`config.mk`:
```
export PLATFORM = sky130hd
export DESIGN_NAME = pmc_power_mode_controller
export DESIGN_NICKNAME = d
export VERILOG_FILES = /design/src/verilog/pmc_pkg.sv /design/src/verilog/pmc_sync.sv /design/src/verilog/pmc_freq_decode.sv /design/src/verilog/pmc_power_mode_controller.sv
export VERILOG_INCLUDE_DIRS = /design/src /design/src/verilog
export SDC_FILE = /design/constraint.sdc
export NUM_CORES = 1
export LEC_CHECK = 0
export BUFFER_PORTS_ARGS = -buffer_cell sky130_fd_sc_hd__buf_2
export CORE_AREA = 3 3 81 114
export DETAILED_ROUTE_END_ITERATION = 7
export DIE_AREA = 0 0 84 117
export GPL_ROUTABILITY_DRIVEN = 0
export PLACE_DENSITY = 0.5
export SLEW_MARGIN = 20
export SYNTH_ARGS = -nofsm -noshare
export SYNTH_HDL_FRONTEND = slang
export SYNTH_HIERARCHICAL = 1
export SYNTH_SLANG_ARGS = --single-unit
```
`constraint.sdc`:
```
create_clock -name clock_i -period 2 [get_ports clock_i]
set_clock_uncertainty 0.1 [all_clocks]
set_input_delay 0.2 -clock clock_i [delete_from_list [all_inputs] [get_ports clock_i]]
set_output_delay 0.2 -clock clock_i [all_outputs]
set_load 0.005 [all_outputs]
```
`src/verilog/pmc_defs.svh`:
```
`ifndef PMC_DEFS_SVH
`define PMC_DEFS_SVH
`define PMC_INIT_NS     1000
`define PMC_CLK_NS      25
`define PMC_INIT_CYC    ((`PMC_INIT_NS + `PMC_CLK_NS - 1) / `PMC_CLK_NS)
`define PMC_MULT_19M2   8'h19
`define PMC_MULT_24M    8'h14
`define PMC_MULT_48M    8'h0a
`define PMC_MULT_26M    8'h12
`define PMC_SEL_19M2    2'h0
`define PMC_SEL_24M     2'h1
`define PMC_SEL_48M     2'h2
`define PMC_SEL_26M     2'h3
`endif

```
`src/verilog/pmc_pkg.sv`:
```
package pmc_pkg;
    typedef enum logic [2:0] {
        PMC_RESET   = 3'b000,
        PMC_INIT    = 3'b001,
        PMC_NORMAL  = 3'b010,
        PMC_DRAIN   = 3'b011,
        PMC_SUSPEND = 3'b100,
        PMC_STANDBY = 3'b101
    } pmc_mode_t;
endpackage

```
`src/verilog/pmc_sync.sv`:
```
`timescale 1ns/1ps
// three-stage synchroniser; output changes once stages two and three agree
module pmc_sync #(
    parameter logic RESET_VAL = 1'b1
) (
    input  wire logic clock_i,
    input  wire logic reset_n_i,
    input  wire logic async_i,
    output logic      sync_o
);
    logic [2:0] stage_q;
    logic [2:0] stage_d;
    logic       out_q;
    logic       out_d;

    // shift chain and agreement filter
    always_comb begin
        stage_d = {stage_q[1:0], async_i};
        out_d   = (stage_q[1] == stage_q[2]) ? stage_q[2] : out_q;
    end

    always_ff @(posedge clock_i or negedge reset_n_i) begin
        if (!reset_n_i) begin
            stage_q <= {3{RESET_VAL}};
            out_q   <= RESET_VAL;
        end else begin
            stage_q <= stage_d;
            out_q   <= out_d;
        end
    end

    assign sync_o = out_q;
endmodule

```
`src/verilog/pmc_freq_decode.sv`:
```
`timescale 1ns/1ps
`include "pmc_defs.svh"
// reference frequency select to pll multiplier
module pmc_freq_decode (
    input  wire logic [1:0] ref_freq_select_i,
    output logic      [7:0] pll_mult_o
);
    // decode table
    always_comb begin
        case (ref_freq_select_i)
            `PMC_SEL_19M2: pll_mult_o = `PMC_MULT_19M2;
            `PMC_SEL_24M:  pll_mult_o = `PMC_MULT_24M;
            `PMC_SEL_48M:  pll_mult_o = `PMC_MULT_48M;
            default:       pll_mult_o = `PMC_MULT_26M;
        endcase
    end
endmodule

```
`src/verilog/pmc_power_mode_controller.sv`:
```
`timescale 1ns/1ps
`include "pmc_defs.svh"
module pmc_power_mode_controller #(
    parameter int INIT_CYCLES = `PMC_INIT_CYC
) (
    input  wire logic             clock_i,
    input  wire logic             reset_n_i,
    input  wire logic             wake_pin_i,
    input  wire logic             chip_sel_n_i,
    input  wire logic             dplus_i,
    input  wire logic             card_detect_i,
    input  wire logic             card_detect_level_i,
    input  wire logic             wake_en_dplus_i,
    input  wire logic             wake_en_card_i,
    input  wire logic             wake_en_cs_i,
    input  wire logic             suspend_cmd_i,
    input  wire logic             standby_cmd_i,
    input  wire logic             reg_write_i,
    input  wire logic             txn_busy_i,
    input  wire logic             usb_switch_bit_i,
    input  wire logic             crystal_mode_i,
    input  wire logic       [1:0] ref_freq_select_i,
    output pmc_pkg::pmc_mode_t    mode_o,
    output logic                  init_done_out_o,
    output logic                  init_complete_bit_o,
    output logic                  usb_switch_enable_o,
    output logic                  osc_feedback_out_o,
    output logic                  clocks_run_o,
    output logic                  pll_enable_o,
    output logic            [7:0] pll_mult_o,
    output logic                  io_hold_o,
    output logic                  io_tristate_o,
    output logic                  pc_reset_o,
    output logic                  data_path_clear_o
);
    import pmc_pkg::*;

    logic       wake_s;
    logic       cs_n_s;
    logic       dplus_s;
    logic       card_s;
    logic [7:0] mult_w;
    logic [1:0] sel_s;

    // synchronise the asynchronous sense inputs
    // wake starts low so that a pin held low at release never starts init
    pmc_sync #(.RESET_VAL(1'b0)) u_sync_wake (
        .clock_i   (clock_i),
        .reset_n_i (reset_n_i),
        .async_i   (wake_pin_i),
        .sync_o    (wake_s)
    );
    pmc_sync #(.RESET_VAL(1'b1)) u_sync_cs (
        .clock_i   (clock_i),
        .reset_n_i (reset_n_i),
        .async_i   (chip_sel_n_i),
        .sync_o    (cs_n_s)
    );
    pmc_sync #(.RESET_VAL(1'b1)) u_sync_dp (
        .clock_i   (clock_i),
        .reset_n_i (reset_n_i),
        .async_i   (dplus_i),
        .sync_o    (dplus_s)
    );
    pmc_sync #(.RESET_VAL(1'b1)) u_sync_card (
        .clock_i   (clock_i),
        .reset_n_i (reset_n_i),
        .async_i   (card_detect_i),
        .sync_o    (card_s)
    );

    // the frequency select straps are pins too; one synchroniser a bit
    for (genvar b = 0; b < 2; b++) begin : g_sel_sync
        pmc_sync #(.RESET_VAL(1'b0)) u_sync_sel (
            .clock_i   (clock_i),
            .reset_n_i (reset_n_i),
            .async_i   (ref_freq_select_i[b]),
            .sync_o    (sel_s[b])
        );
    end

    pmc_freq_decode u_freq (
        .ref_freq_select_i (sel_s),
        .pll_mult_o        (mult_w)
    );

    pmc_mode_t   mode_q;
    pmc_mode_t   mode_d;
    logic [15:0] init_cnt_q;
    logic [15:0] init_cnt_d;
    logic        pin_entry_q;
    logic        pin_entry_d;
    logic        done_q;
    logic        done_d;
    logic        usb_q;
    logic        usb_d;
    logic        osc_q;
    logic        osc_d;
    logic        run_q;
    logic        run_d;
    logic        pll_q;
    logic        pll_d;
    logic [7:0]  mult_q;
    logic        hold_q;
    logic        hold_d;
    logic        tri_q;
    logic        tri_d;
    logic        pcr_q;
    logic        pcr_d;
    logic        clr_q;
    logic        clr_d;
    logic        susp_wake;
    logic        stby_wake;

    // wake sources; only these pins are looked at in the low-power modes
    always_comb begin
        susp_wake = (wake_en_dplus_i && !dplus_s)
                 || (wake_en_card_i && (card_s == card_detect_level_i))
                 || (wake_en_cs_i && !cs_n_s);
        stby_wake = (pin_entry_q && wake_s) || !cs_n_s
                 || reg_write_i;
    end

    // mode sequencing
    always_comb begin
        mode_d      = mode_q;
        init_cnt_d  = init_cnt_q;
        pin_entry_d = pin_entry_q;
        pcr_d       = 1'b0;
        clr_d       = 1'b0;
        case (mode_q)
            PMC_RESET: begin
                // wake pin watched here; init waits for it high
                if (wake_s) begin
                    mode_d     = PMC_INIT;
                    init_cnt_d = 16'h0000;
                end
            end
            PMC_INIT: begin
                if (init_cnt_q == 16'(INIT_CYCLES - 1)) begin
                    mode_d = PMC_NORMAL;
                end else begin
                    init_cnt_d = init_cnt_q + 16'h0001;
                end
            end
            PMC_NORMAL: begin
                if (!wake_s) begin
                    mode_d      = PMC_STANDBY;
                    pin_entry_d = 1'b1;
                end else if (standby_cmd_i) begin
                    mode_d      = PMC_STANDBY;
                    pin_entry_d = 1'b0;
                end else if (suspend_cmd_i) begin
                    mode_d = PMC_DRAIN;
                end
            end
            PMC_DRAIN: begin
                if (!txn_busy_i) begin
                    mode_d = PMC_SUSPEND;
                end
            end
            PMC_SUSPEND: begin
                // state held, pc untouched on resume
                if (susp_wake) begin
                    mode_d = PMC_NORMAL;
                end
            end
            PMC_STANDBY: begin
                if (stby_wake) begin
                    mode_d = PMC_NORMAL;
                    pcr_d  = 1'b1;
                    clr_d  = 1'b1;
                end
            end
            default: mode_d = PMC_RESET;
        endcase
    end

    // output levels per mode
    always_comb begin
        done_d = (mode_d != PMC_RESET) && (mode_d != PMC_INIT);
        run_d  = (mode_d != PMC_SUSPEND) && (mode_d != PMC_STANDBY);
        hold_d = (mode_d == PMC_SUSPEND);
        tri_d  = (mode_d == PMC_STANDBY);
        pll_d  = (mode_d != PMC_STANDBY) && (mode_d != PMC_SUSPEND);
        usb_d  = (mode_d == PMC_NORMAL || mode_d == PMC_DRAIN
                  || mode_d == PMC_SUSPEND) && usb_switch_bit_i;
        if (mode_d == PMC_STANDBY || !crystal_mode_i) begin
            osc_d = 1'b1;
        end else if (mode_d == PMC_SUSPEND) begin
            osc_d = osc_q;
        end else begin
            osc_d = !osc_q;
        end
    end

    // asynchronous hard reset returns everything to reset
    always_ff @(posedge clock_i or negedge reset_n_i) begin
        if (!reset_n_i) begin
            mode_q      <= PMC_RESET;
            init_cnt_q  <= 16'h0000;
            pin_entry_q <= 1'b0;
            done_q      <= 1'b0;
            usb_q       <= 1'b0;
            osc_q       <= 1'b1;
            run_q       <= 1'b1;
            pll_q       <= 1'b1;
            mult_q      <= 8'h00;
            hold_q      <= 1'b0;
            tri_q       <= 1'b0;
            pcr_q       <= 1'b1;
            clr_q       <= 1'b1;
        end else begin
            mode_q      <= mode_d;
            init_cnt_q  <= init_cnt_d;
            pin_entry_q <= pin_entry_d;
            done_q      <= done_d;
            usb_q       <= usb_d;
            osc_q       <= osc_d;
            run_q       <= run_d;
            pll_q       <= pll_d;
            mult_q      <= mult_w;
            hold_q      <= hold_d;
            tri_q       <= tri_d;
            pcr_q       <= pcr_d;
            clr_q       <= clr_d;
        end
    end

    assign mode_o              = mode_q;
    assign init_done_out_o     = done_q;
    assign init_complete_bit_o = done_q;
    assign usb_switch_enable_o = usb_q;
    assign osc_feedback_out_o  = osc_q;
    assign clocks_run_o        = run_q;
    assign pll_enable_o        = pll_q;
    assign pll_mult_o          = mult_q;
    assign io_hold_o           = hold_q;
    assign io_tristate_o       = tri_q;
    assign pc_reset_o          = pcr_q;
    assign data_path_clear_o   = clr_q;
endmodule

```
==> impl_metrics.yaml <==
outcome:
  status: "complete, no violations"
sta:
  final_max_slew_viol_count: 0
  setup_viol_count_final: 0
  period_share_pct: 96.3
  worst_pin_slew_ns: 0.645
  fmax_mhz: 519
  hold_viol_final: 0
  rsz0062_at_grt: "yes"
  min_period_ns: 1.93
  slew_headroom_pct: 56.9
final_layout:
  area_delta_synth_final_pct: 34.8
  diodes: 0
  fin_cells: 373
  finish.instance_area_sq_mm: 0.00321
  nNetsFinal: 285
  drive_gt1_share_pct: 42.1
  fillers: 818
setup_path:
  arrival_ns: 2.06
  required_ns: 2.13
  reg2reg_depth: 6
  startpoint_type: "flip-flop"
  r2r_start: "init_cnt_q[1]"
  path_class: "flip-flop to flip-flop"
  crit_path_end_kind: "flip-flop"
  critPathMaxFanout: 8
  ff2ff_setup_slack_ns: 0.07
  r2r-end: "init_cnt_q[8]"
floorplan:
  start_util_pct: 28.9
  die_w_microns: 84
  rows: 39
  fp.dieH_microns: 117
  dieArea_sq_mm: 0.00983
  num_io_pins: 39
  core_sq_mm: 0.00825
cts:
  clkTransAtPathRegs_ns: 0.05
  cts-htree-levels: 3
  cts_tree: "done"
  clockBufferDepth: 2
  clockRootBuffer: "clkbuf_16"
  insertion_delay_ns: 0.32
  cts_sinks: 59
  numCtsBuffers: 9
synthesis:
  syn_avg_cell_area_sq_um: 12.4
  synth_top_cell_by_area: "dfrtp_1"
  async_reset_ff_share_pct: 100
  netlist_instances: 193
  ys_types: 45
  synthTopCellsByCount: "44 x dfrtp_1, 15 x dfstp_2, 15 x nand2_1"
  yosysWarnings: 6
  ys_seq_elements: 59
  synth_area_leaders: "dfrtp_1 46%, dfstp_2 17%, maj3_2 2.8%"
  ys.flop_type: "dfrtp_1"
  syn-cell-area_sq_mm: 0.00238
  synth_edf_count: 0
  synth.most_common_cell: "dfrtp_1"
  synth-seq-area-share_pct: 62.7
  synth_top_area_share_pct: 46.2
drt:
  dr.pass1.iters: 4
  drt-total-wl_mm: 4.92
  remaining_drc_errors: 0
  viasPerCell: 4.52
  final_antenna_net_count: 0
  drtIter0Drc: 35
  wl_per_cell_microns: 13.2
  vias: 1687
flow_run:
  cap_violations: 0
min_path:
  worstHoldEndpoint: "pin_entry_q"
  worstHoldStart: "standby_cmd_i"
  hold_depth: 4
  min_path_type: "primary input to flip-flop"
global_route:
  grtUsageTotal_pct: 11.3
  grt_max_degree: 24
  grt_pass1_wl_mm: 8.44
  gr-total-overflow: 0
  grt_pass1_vias: 1692
  antenna_found_initial: 0
place:
  place_area_sq_mm: 0.00278
  hpwl_mm: 3.46
  placedCellCount: 344
  port_buffers: 38
power_and_ir_drop:
  power.leakage_nw: 1.45
  power.density_mw_per_mm2: 1170
  total_power_mw: 3.76
  ir_drop_uv: 627
## cells in the final DEF, fill, tap and decap left out, types with 2 or more instances in the layout
cell type and instances:
nor4_2 2, dfrtp_2 3, or3_1 5, nand2b_1 4, nand2_1 15, nand4_1 3
nand3_1 9, conb_1 3, o21ai_0 8, nor2_1 9, clkbuf_16 9, or4_1 4
xor2_1 3, and3_1 3, nor2b_1 4, maj3_2 6, dlygate4sd3_1 9, dfstp_2 15
inv_1 6, nor3b_1 2, buf_2 38, nand3b_1 2, a21oi_1 7, clkbuf_8 2
mux2_2 2, buf_4 24, dfrtp_1 41, o31ai_1 2, clkbuf_1 2, and2_1 2
xnor2_1 2, clkinvlp_4 3
## worst max-delay path by stage
stage | slack, ns | to | cells past startpoint | from
final | 0.07 | init_cnt_q[8] | 6 | init_cnt_q[1]
after global routing | -0.004 | osc_feedback_out_o | 6 | init_cnt_q[12]
after floorplan | 0.04 | init_cnt_q[14] | 7 | init_cnt_q[0]
after detailed placement | -0.02 | osc_feedback_out_o | 6 | init_cnt_q[7]
after CTS | 0.02 | usb_switch_enable_o | 6 | mode_o[1]
after global placement | 0.03 | usb_switch_enable_o | 6 | mode_o[1]
## routing by layer
metal / wire [microns] / vias to the layer above / track usage (%)
met5: 0 / - / 0
met4: 171 / 0 / 9.55
met3: 210 / 11 / 2.52
met2: 2450 / 38 / 18.2
met1: 2080 / 822 / 12.7
li1: - / 816 / -
## area by class of cell
| class | instances | area [sq um] | area share (%) |
|---|---|---|---|
| clock buffers | 13 | 260 | 8.10 |
| clock inverters | 3 | 22.5 | 0.701 |
| inverters | 7 | 26.3 | 0.817 |
| multi-input cells | 118 | 818 | 25.5 |
| flip-flops and latches | 59 | 1500 | 46.6 |
| well taps | 102 | 128 | 3.97 |
| repair buffers | 71 | 460 | 14.3 |
## power breakdown
group          total, mW  internal, mW  switching, mW  leakage, nW
clock network       1.43         0.905          0.523        0.128
logic              0.856         0.449          0.408        0.612
registers           1.47          1.36          0.115        0.710
## repair_timing
| item | in CTS | in global routing |
|---|---|---|
| pin swaps | 0 | 2 |
| endpoints found under the setup margin | 2 | 7 |
| setup buffers | 0 | 4 |
| resized for setup | 1 | 9 |
| hold endpoints to repair | 20 | 0 |
| hold buffers | 9 | 0 |
## cells by family after synthesis
group | Yosys count | share of synthesized area (%)
DFF | 59 | 62.7
AOI/OAI and AO/OA | 27 | 8.19
buffers and inverters | 18 | 4.56
adders and majority gates | 7 | 3.36
muxes | 3 | 1.36
other | 1 | 0.157
xor gates and xnor gates | 5 | 1.84
and+or+nand+nor | 73 | 17.8
## critical path, stage by stage, from the launching register on
cell	delay, ns
dfrtp_1	0.39
ha_2	0.19
and3_4	0.18
nand4_1	0.17
a21oi_4	0.12
or4_1	0.51
a21oi_1	0.19
## per-stage QoR
| stage | util, % | hold WS [ns] | worst slack [ns] | TNS [ns] |
|---|---|---|---|---|
| finish | 39.0 | 0.0572 | 0.0734 | 0 |
| global route | 39.0 | 0.101 | -0.00436 | -0.00436 |
| global placement | 33.7 | 0.0847 | 0.0260 | 0 |
| floorplan | - | -0.196 | 0.0437 | 0 |
| detailed placement | 33.7 | 0.0886 | -0.0152 | -0.0266 |
| CTS | 38.3 | 0.0544 | 0.0221 | 0 |
## state kept, by name (all words and copies together), names as in the netlist, 2 cells and up
name and count:
init_cnt_q 16, mode_o 3, g_sel_sync.u_sync_sel/stage_q 6, u_sync_dp/stage_q 3, g_sel_sync.u_sync_sel/sync_o 2, u_sync_card/stage_q 3, u_sync_wake/stage_q 3, pll_mult_o 8
u_sync_cs/stage_q 3
(Power assumes the default switching activity.)
